### config.mk
export PLATFORM = sky130hd
export DESIGN_NAME = timer_zero
export DESIGN_NICKNAME = d
export VERILOG_FILES = /design/src/inc/tmr_pkg.sv /design/src/hw/timer_zero.sv /design/src/hw/prescaler_div.sv
export SDC_FILE = /design/constraint.sdc
export NUM_CORES = 1
export LEC_CHECK = 0
export BUFFER_PORTS_ARGS = -buffer_cell sky130_fd_sc_hd__buf_2
export CAP_MARGIN = 30
export CORE_MARGIN = 2
export CORE_UTILIZATION = 26
export CTS_CLUSTER_SIZE = 14
export DETAILED_ROUTE_END_ITERATION = 7
export PLACE_DENSITY_LB_ADDON = 0.1
export REMOVE_ABC_BUFFERS = 1
export SETUP_SLACK_MARGIN = 0.02
export SYNTH_ARGS = -nofsm -noshare
export SYNTH_HDL_FRONTEND = slang
export SYNTH_SLANG_ARGS = --single-unit
### constraint.sdc
create_clock -name CLK -period 5.53 [get_ports CLK]
set_input_delay 1.659 -clock CLK [delete_from_list [all_inputs] [get_ports CLK]]
set_output_delay 1.659 -clock CLK [all_outputs]
set_load 0.02 [all_outputs]
### src/inc/tmr_pkg.sv
package tmr_pkg;

  // register offsets on the plain register port (byte addresses)
  localparam logic [3:0] COUNT_OFS      = 4'h0;
  localparam logic [3:0] CONFIG_OFS     = 4'h4;
  localparam logic [3:0] STATUS_OFS     = 4'h8;

  // configuration field positions
  localparam int         CSS_BIT        = 5;
  localparam int         SES_BIT        = 4;
  localparam int         PA_BIT         = 3;
  localparam int         RATIO_LSB      = 0;
  localparam int         RATIO_W        = 3;

  // status field positions
  localparam int         ST_INHIBIT_LSB = 0;
  localparam int         ST_OWNER_BIT   = 2;
  localparam int         ST_PIN_BIT     = 3;

  // values after reset
  localparam logic [7:0] COUNT_RST      = 8'h00;
  localparam logic [7:0] CONFIG_RST     = 8'h3F;
  localparam logic [7:0] PRESCALE_RST   = 8'h00;
  localparam logic [7:0] RDATA_RST      = 8'h00;

  // cycles of suppressed counting after a count write
  localparam logic [1:0] INHIBIT_CYCLES = 2'h2;
  localparam logic [1:0] INHIBIT_NONE   = 2'h0;

  // configuration bits 5..0, bits 7..6 read as zero
  typedef struct packed {
    logic               clock_source_select;
    logic               source_edge_select;
    logic               prescaler_assign;
    logic [RATIO_W-1:0] ratio;
  } config_s;

  // one request on the register port
  typedef struct packed {
    logic [3:0] addr;
    logic [7:0] wdata;
    logic       wr;
    logic       rd;
  } bus_req_s;

  // mask of low prescaler bits: ratio n divides by 2^(n+1)
  function automatic logic [7:0] ratio_mask(input logic [RATIO_W-1:0] r);
    ratio_mask = 8'hFF >> (3'h7 - r);
  endfunction

  // configuration byte to its field view
  function automatic config_s cfg_from_byte(input logic [7:0] b);
    cfg_from_byte = config_s'(b[5:0]);
  endfunction

endpackage

### src/hw/timer_zero.sv
// Chosen here: the address map and strobed register access.
`timescale 1ns/10ps

// Overview of operation
// count register is 8 bits, read and write
// 8-bit prescaler with software-set ratio
// clock_source_select zero selects timer mode
// timer mode counts every instruction cycle
// count write suppresses counting for two cycles
// clock_source_select one counts external pin edges
// source_edge_select zero rising, one falling edge
// prescaler serves timer or watchdog, never both
// prescaler_assign zero timer, one watchdog
// prescaler count hidden from software
// timer ratios 1:2 through 1:256, powers two
// count wraps from FF to 00
module timer_zero (
  input  wire logic       CLK,
  input  wire logic       RST,
  input  wire logic [3:0] ADDR,
  input  wire logic [7:0] WDATA,
  input  wire logic       WR,
  input  wire logic       RD,
  output logic      [7:0] RDATA,
  input  wire logic       EXT_COUNT_PIN,
  input  wire logic       WATCHDOG_TICK,
  output logic            WATCHDOG_TIMEOUT,
  output logic            OVERFLOW
);

  tmr_pkg::bus_req_s req;
  tmr_pkg::config_s  cfg_r;
  tmr_pkg::config_s  cfg_nxt;
  logic [7:0]        count_r;
  logic [7:0]        count_nxt;
  logic [1:0]        inhibit_r;
  logic [1:0]        inhibit_nxt;
  logic              pin_prev_r;
  logic [7:0]        rdata_r;
  logic [7:0]        rdata_nxt;
  logic              ovf_r;
  logic              wdt_out_r;
  logic              pre_pulse;

  wire               wr_count;
  wire               wr_config;
  wire               rd_count;
  wire               rd_config;
  wire               rd_status;
  wire               pin_rise;
  wire               pin_fall;
  wire               ext_edge;
  wire               timer_src;
  wire               pre_tick;
  wire               pre_clr;
  wire               owner_change;
  wire               inc_event;
  wire               inc_en;
  wire               wrap;
  wire [7:0]         config_byte;
  wire [7:0]         status_byte;
  wire [7:0]         rd_val;

  // bundle the register port
  assign req = '{addr: ADDR, wdata: WDATA, wr: WR, rd: RD};

  // address decode; unmapped writes are dropped, unmapped reads give zero
  assign wr_count  = req.wr && (req.addr == tmr_pkg::COUNT_OFS);
  assign wr_config = req.wr && (req.addr == tmr_pkg::CONFIG_OFS);
  assign rd_count  = req.rd && (req.addr == tmr_pkg::COUNT_OFS);
  assign rd_config = req.rd && (req.addr == tmr_pkg::CONFIG_OFS);
  assign rd_status = req.rd && (req.addr == tmr_pkg::STATUS_OFS);

  // pin is synchronous already, so one stage of history finds edges
  assign pin_rise  = EXT_COUNT_PIN && !pin_prev_r;
  assign pin_fall  = !EXT_COUNT_PIN && pin_prev_r;
  assign ext_edge  = cfg_r.source_edge_select ? pin_fall : pin_rise;

  // timer mode ticks every cycle, counter mode on the chosen edge
  assign timer_src = cfg_r.clock_source_select ? ext_edge : 1'b1;

  // one prescaler, fed by whichever side owns it
  assign pre_tick  = cfg_r.prescaler_assign ? WATCHDOG_TICK : timer_src;

  // restart the divider on an owner change or a count write it serves,
  // so no partial count leaks between owners
  assign owner_change = wr_config &&
                        (req.wdata[tmr_pkg::PA_BIT] != cfg_r.prescaler_assign);
  assign pre_clr      = owner_change ||
                        (wr_count && !cfg_r.prescaler_assign);

  prescaler_div u_prescaler (
    .clk   (CLK),
    .rst   (RST),
    .clr   (pre_clr),
    .tick  (pre_tick),
    .ratio (cfg_r.ratio),
    .pulse (pre_pulse)
  );

  // without the prescaler the timer runs 1:1
  assign inc_event = cfg_r.prescaler_assign ? timer_src : pre_pulse;
  assign inc_en    = inc_event && (inhibit_r == tmr_pkg::INHIBIT_NONE);
  assign wrap      = inc_en && !wr_count && (count_r == 8'hFF);

  // a write wins over an increment in the same cycle
  assign count_nxt = wr_count ? req.wdata :
                     inc_en   ? 8'(count_r + 8'h01) : count_r;

  // two-cycle hold after any count write
  assign inhibit_nxt = wr_count ? tmr_pkg::INHIBIT_CYCLES :
                       (inhibit_r != tmr_pkg::INHIBIT_NONE) ?
                       2'(inhibit_r - 2'h1) : inhibit_r;

  assign cfg_nxt = wr_config ? tmr_pkg::cfg_from_byte(req.wdata) : cfg_r;

  // read views; the prescaler count never appears here
  assign config_byte = {2'h0, cfg_r};
  assign status_byte = {4'h0, pin_prev_r, cfg_r.prescaler_assign, inhibit_r};
  assign rd_val      = rd_count  ? count_r     :
                       rd_config ? config_byte :
                       rd_status ? status_byte : 8'h00;
  // read data lives for exactly the cycle after the strobe
  assign rdata_nxt   = req.rd ? rd_val : tmr_pkg::RDATA_RST;

  // count and hold state
  always_ff @(posedge CLK) begin
    if (RST) begin
      count_r   <= tmr_pkg::COUNT_RST;
      inhibit_r <= tmr_pkg::INHIBIT_NONE;
    end else begin
      count_r   <= count_nxt;
      inhibit_r <= inhibit_nxt;
    end
  end

  // configuration and edge history
  always_ff @(posedge CLK) begin
    if (RST) begin
      cfg_r      <= tmr_pkg::cfg_from_byte(tmr_pkg::CONFIG_RST);
      pin_prev_r <= 1'b0;
    end else begin
      cfg_r      <= cfg_nxt;
      pin_prev_r <= EXT_COUNT_PIN;
    end
  end

  // registered outputs
  always_ff @(posedge CLK) begin
    if (RST) begin
      rdata_r   <= tmr_pkg::RDATA_RST;
      ovf_r     <= 1'b0;
      wdt_out_r <= 1'b0;
    end else begin
      rdata_r   <= rdata_nxt;
      ovf_r     <= wrap;
      wdt_out_r <= cfg_r.prescaler_assign && pre_pulse;
    end
  end

  assign RDATA            = rdata_r;
  assign OVERFLOW         = ovf_r;
  assign WATCHDOG_TIMEOUT = wdt_out_r;
endmodule

### src/hw/prescaler_div.sv
`timescale 1ns/10ps

module prescaler_div (
  input  wire logic       clk,
  input  wire logic       rst,
  input  wire logic       clr,
  input  wire logic       tick,
  input  wire logic [2:0] ratio,
  output logic            pulse
);

  logic [7:0] cnt_r;
  logic [7:0] cnt_nxt;
  wire  [7:0] mask;

  // the count is hidden: no port reads or loads it
  assign mask    = tmr_pkg::ratio_mask(ratio);
  // a clear swallows the tick so the new owner starts from zero
  assign pulse   = tick && !clr && ((cnt_r & mask) == mask);
  assign cnt_nxt = clr  ? tmr_pkg::PRESCALE_RST :
                   tick ? 8'(cnt_r + 8'h01) : cnt_r;

  // free-running divider, low bits select the ratio
  always_ff @(posedge clk) begin
    if (rst) begin
      cnt_r <= tmr_pkg::PRESCALE_RST;
    end else begin
      cnt_r <= cnt_nxt;
    end
  end
endmodule

* Word-level counts from Yosys, hierarchy flattened *
Index checks and enable logic that the tools add are counted.
W data, S select, Z words.

cells by class
  muxes and demuxes = 11
  shifts and indexed selects = 1
  reduce and logical (&&, ||, !) cells = 29
  equal/unequal tests = 5
  bitwise gates (word level) = 2
  add/sub/neg operators = 4

operators by type and width
  kind                   number
  $mux W8                3
  $add A8 B1 Y8 const B  2
  $logic_and A1 B1 Y1    15
  $and A8 B8 Y8          1
  $eq A8 B8 Y1           1
  $eq A8 B8 Y1 const B   1
  $shr A8 B3 Y8 const A  1
  $mux W6                1
  $reduce_bool A2 Y1     3
  $reduce_or A2 Y1       3
  $logic_not A1 Y1       5
  $eq A4 B3 Y1 const B   1
  $eq A4 B4 Y1 const B   1
  $logic_not A4 Y1       1
  $mux W1                4
  $mux W2                2
  $mux W4                1
  $sub A3 B3 Y3 const A  1
  $logic_not A2 Y1       1
  $sub A2 B1 Y2 const B  1
  $logic_or A1 B1 Y1     1
  $ne A1 B1 Y1           1
  $not A1 Y1             1

storage, ports and cells
  bits of input ports = 18
  flip-flop bits (word level) = 35
  output and inout bits = 10
  logic and storage cells = 64

* Depth between registers and ports, before layout *
  word-level depth = 11
  gate-level depth with buffers = 8
  depth with buffers taken out = 6

* Hierarchy *
From an unflattened synthesis, not the netlist that was laid out.

unflattened totals
  cells, all modules = 195
  area total of the unflattened synthesis = 1679.1 µm²

modules (own cells, without submodules)
  module         times used  area an instance (µm²)  cells each
  timer_zero     1           1272.5                  149
  prescaler_div  1           406.6                   46

* Worst setup path before layout *
No wires, ideal clock.

  kind = input to register
  from = input EXT_COUNT_PIN
  to = register count_r[6]
  slack = 2.025 ns
  stages = 6
  required time = 5.439 ns
  path buffers = 0
  data arrival time = 3.415 ns
  setup time = 0.091 ns
  path through = or3b_4 a311oi_2 nor4b_4 a21boi_2 or4_1 a311oi_1

on the way
  longest elaborated chain between the ends = 10

RTL lines
  what                               RTL line             source
  start: declaration                 timer_zero.sv:25     input wire logic EXT_COUNT_PIN,
  $logic_not A1 Y1                   timer_zero.sv:76     assign pin_fall = !EXT_COUNT_PIN && pin_prev_r;
  $logic_and A1 B1 Y1                timer_zero.sv:76
  $mux W1 (*)                        timer_zero.sv:77     assign ext_edge = cfg_r.source_edge_select ? pin_fall : pin_rise;
  $mux W1 (*)                        timer_zero.sv:80     assign timer_src = cfg_r.clock_source_select ? ext_edge : 1'b1;
  $mux W1                            timer_zero.sv:83     assign pre_tick = cfg_r.prescaler_assign ? WATCHDOG_TICK : timer_src;
  $logic_and A1 B1 Y1 (2 in series)  prescaler_div.sv:19  assign pulse = tick && !clr && ((cnt_r & mask) == mask);
  $mux W1 (*)                        timer_zero.sv:102    assign inc_event = cfg_r.prescaler_assign ? timer_src : pre_pulse;
  $logic_and A1 B1 Y1 (*)            timer_zero.sv:103    assign inc_en = inc_event && (inhibit_r == tmr_pkg::INHIBIT_NONE);
  $reduce_bool A2 Y1 (no line) (*)   -
  end signal: assignment             timer_zero.sv:129    count_r <= tmr_pkg::COUNT_RST;
  end signal: assignment             timer_zero.sv:132    count_r <= count_nxt;
  end: declaration                   timer_zero.sv:34     logic [7:0] count_r;

Every way passes the cells marked *; elsewhere a longest branch is shown, timed or not.
A chain may end at the register's enable or synchronous reset.

* Worst setup path after layout *
  from = input EXT_COUNT_PIN
  to = register count_r[4]

The elaborated chain is that of the path after synthesis.

==> impl_metrics.py <==
metrics = {
    "yosys": {
        "syn-cell-area_um2": 1670,
        "yosysWarnings": 0,
        "syn_inst": 195,
        "synth_cell_types": 39,
        "ys_ff_latch": 35,
        "avgSynthCellArea_um2": 8.56,
        "ys_seq_area_share_pct": 42.0,
    },
    "final_layout": {
        "layout.nets": 243,
        "regArea_um2": 701,
        "instances_no_fill": 301,
        "multiInputGateArea_um2": 930,
        "drive_gt1_share_pct": 18.8,
        "final_common_cell": "dfxtp_1",
        "area_growth_pct": 18.7,
        "num-fill-cells": 685,
        "layout_common_cells": "dfxtp_1 (35), nand2_1 (28), buf_2 (27)",
        "final_util_pct": 31.6,
        "n_antenna_cell": 0,
    },
    "drt": {
        "drt_iter0_drc": 63,
        "antenna_left": 0,
        "vias_per_cell": 4.99,
        "dr.pass1.iters": 4,
        "wl_per_cell_um": 14.7,
        "drt_wl_total_mm": 4.42,
        "via_count": 1503,
        "drc": 0,
    },
    "critical_path": {
        "cpMaxStageDelayCell": "or4_1",
        "crit_path_end_kind": "register",
        "crit_chain": "buf_2 -> or3b_4 -> a311oi_2 -> nor4b_4 -> a21boi_2 -> or4_1 -> a311oi_1",
        "worstPathArrival_ns": 3.77,
        "cp_max_fo": 15,
        "critPathLaunchType": "input port",
        "cp_num_buf_inv": 1,
        "crit_required_ns": 5.72,
        "path_delay_family": "simple AND/OR/NAND/NOR gates",
        "slowest_delay_ns": 0.54,
        "crit_type": "input port to register",
    },
    "cts": {
        "cts_buffer_depth": 2,
        "clk_pin_slew_ns": 0.07,
        "cts_buffers": 5,
        "post-cts-setup-buffer-count": 0,
        "cts_hold_buffers": 0,
        "cts_tree": "done",
        "clock_latency_ns": 0.28,
        "root_buffer": "clkbuf_8",
        "clock_sinks": 35,
        "ctsResizeCount": 0,
        "ctsHtreeMaxLevel": 2,
    },
    "power": {
        "switching_power_mw": 0.121,
        "leakagePower_nw": 0.770,
        "p_clk_share_pct": 40.0,
        "p_sw_share_pct": 23.8,
        "vdd_drop_max_mv": 0.106,
        "p_int_mw": 0.389,
        "p_comb_share_pct": 8.1,
        "seqPwrFrac_pct": 51.9,
        "p_per_area_nw_per_um2": 258,
    },
    "global_routing": {
        "overflow": 0,
        "grt_use_total_pct": 12.8,
        "grt_max_degree": 22,
        "grt_pass1_vias": 1432,
        "grt_pass1_wl_mm": 7.15,
        "grtUsageMet2_pct": 21.6,
        "top_usage_layer": "met2",
        "antenna_found_initial": 0,
        "use_met3_pct": 3.26,
        "grt.met1_usage_pct": 16.0,
    },
    "timing": {
        "max_freq_ghz": 0.280,
        "period_share_pct": 64.6,
        "maxSlewHeadroom_pct": 48.9,
        "drv_slew": 0,
        "hold_ws_ns": 0.501,
        "worst_slack_ns": 1.96,
        "rsz0062_at_grt": "no",
        "hold_viol_final": 0,
        "worst_slew_pin_slew_ns": 0.759,
        "fin_crit_ns": 3.57,
        "final.setup.tns_ns": 0,
        "clock-skew-final_ns": 0.00269,
        "finalSetupViolations": 0,
    },
    "worst_hold_path": {
        "hp-class": "register to register",
    },
    "job": {
        "cap_violations": 0,
    },
    "floorplan": {
        "die_w_um": 84.1,
        "start_util_pct": 26.6,
        "core_um2": 6280,
        "io_pins": 28,
        "die_h_um": 84.1,
        "dieArea_um2": 7080,
        "num_rows": 29,
    },
    "placed_design": {
        "hpwl_mm": 3.27,
        "post-place-cells": 293,
        "gp_congestion": 0.750,
        "dp_worst_setup_slack_ns": 1.62,
        "portBuffers": 27,
    },
    "status": {
        "status": "completed",
    },
}
-- cells in the mapped netlist, drive strengths merged --
| cell type | instances | share of area (%) |
|---|---|---|
| o21bai | 4 | 1.8 |
| inv | 3 | 0.67 |
| nor3 | 4 | 1.2 |
| dfxtp | 35 | 42 |
| nand4 | 7 | 2.6 |
| a31oi | 2 | 0.75 |
| a311oi | 8 | 4.6 |
| or2 | 1 | 0.38 |
| mux2i | 1 | 0.60 |
| xor2 | 6 | 3.1 |
| nand3b | 7 | 3.1 |
| or4b | 1 | 0.60 |
| a21oi | 10 | 3.0 |
| nor2 | 19 | 4.3 |
| or4 | 3 | 1.3 |
| nor3b | 2 | 0.90 |
| and2 | 1 | 0.38 |
| a211oi | 1 | 0.45 |
| or3b | 1 | 0.67 |
| a21boi | 2 | 1.1 |
| ha | 2 | 1.5 |
| clkbuf | 6 | 1.3 |
| nand3 | 3 | 0.90 |
| buf | 1 | 0.30 |
| or3 | 3 | 1.1 |
| nand2b | 3 | 1.1 |
| and3 | 5 | 1.9 |
| o31ai | 4 | 1.8 |
| nor4b | 2 | 1.9 |
| nor4 | 3 | 1.1 |
| a31o | 1 | 0.52 |
| o21ai | 3 | 0.90 |
| nand2 | 28 | 6.3 |
| a22oi | 6 | 2.7 |
| xnor2 | 2 | 1.0 |
| nor2b | 5 | 1.9 |
-- layout make-up --
type                            instances  area share [%]
Multi-Input combinational cell        150            46.9
Sequential cell                        35            35.4
Timing Repair Buffer                   28            7.20
Clock buffer                            8            5.05
Tap cell                               77            4.86
Inverter                                3           0.569
-- metal layers --
layer	share of wire, %	vias up
li1	-	769
met1	47	707
met2	48	21
met5	0	-
met4	1.3	0
met3	3.4	6
-- logic make-up after synthesis --
group | share of synthesized area (%)
and+or+nand+nor | 31.8
AOI/OAI and AO/OA | 17.6
DFF | 42.0
buffers and inverters | 2.32
xor gates and xnor gates | 4.20
adders and majority gates | 1.50
muxes | 0.600
-- power groups by stage --
stage / logic [mW] / registers [mW] / clock network (mW)
floorplan: 0.0241 / 0.269 / 0
global placement: 0.0420 / 0.271 / 0
detailed placement: 0.0419 / 0.271 / 0
CTS: 0.0419 / 0.265 / 0.215
global route: 0.0470 / 0.266 / 0.222
finish: 0.0413 / 0.265 / 0.204
-- worst reg2reg max path, delay by kind of cell, from the launching register on --
kind,cells,cell delay [ns]
flip-flops,1,0.34
AND/OR/NAND/NOR,3,1.28
AO/OA/AOI/OAI,3,0.76
-- sequential cells by signal, summed over array words and instances (netlist names) --
register           cells
pin_prev_r             1
u_prescaler.cnt_r      8
inhibit_r              2
RDATA                  8
WATCHDOG_TIMEOUT       1
OVERFLOW               1
count_r                8
cfg_r                  6
-- final timing paths --
kind | end | from | slack, ns | cells after the start
min | cfg_r[5] | cfg_r[5] | 0.50 | 2
max reg2reg | count_r[4] | cfg_r[4] | 3.06 | 6
min reg2reg | cfg_r[5] | cfg_r[5] | 0.50 | 2
max | count_r[4] | EXT_COUNT_PIN | 1.96 | 7
-- per-stage QoR --
step / total power [mW] / cell area [µm²]
finish: 0.511 / 1980
global route: 0.536 / 1980
CTS: 0.522 / 1980
detailed placement: 0.313 / 1880
global placement: 0.313 / 1880
floorplan: 0.293 / 1640
(Power assumes the default switching activity.)
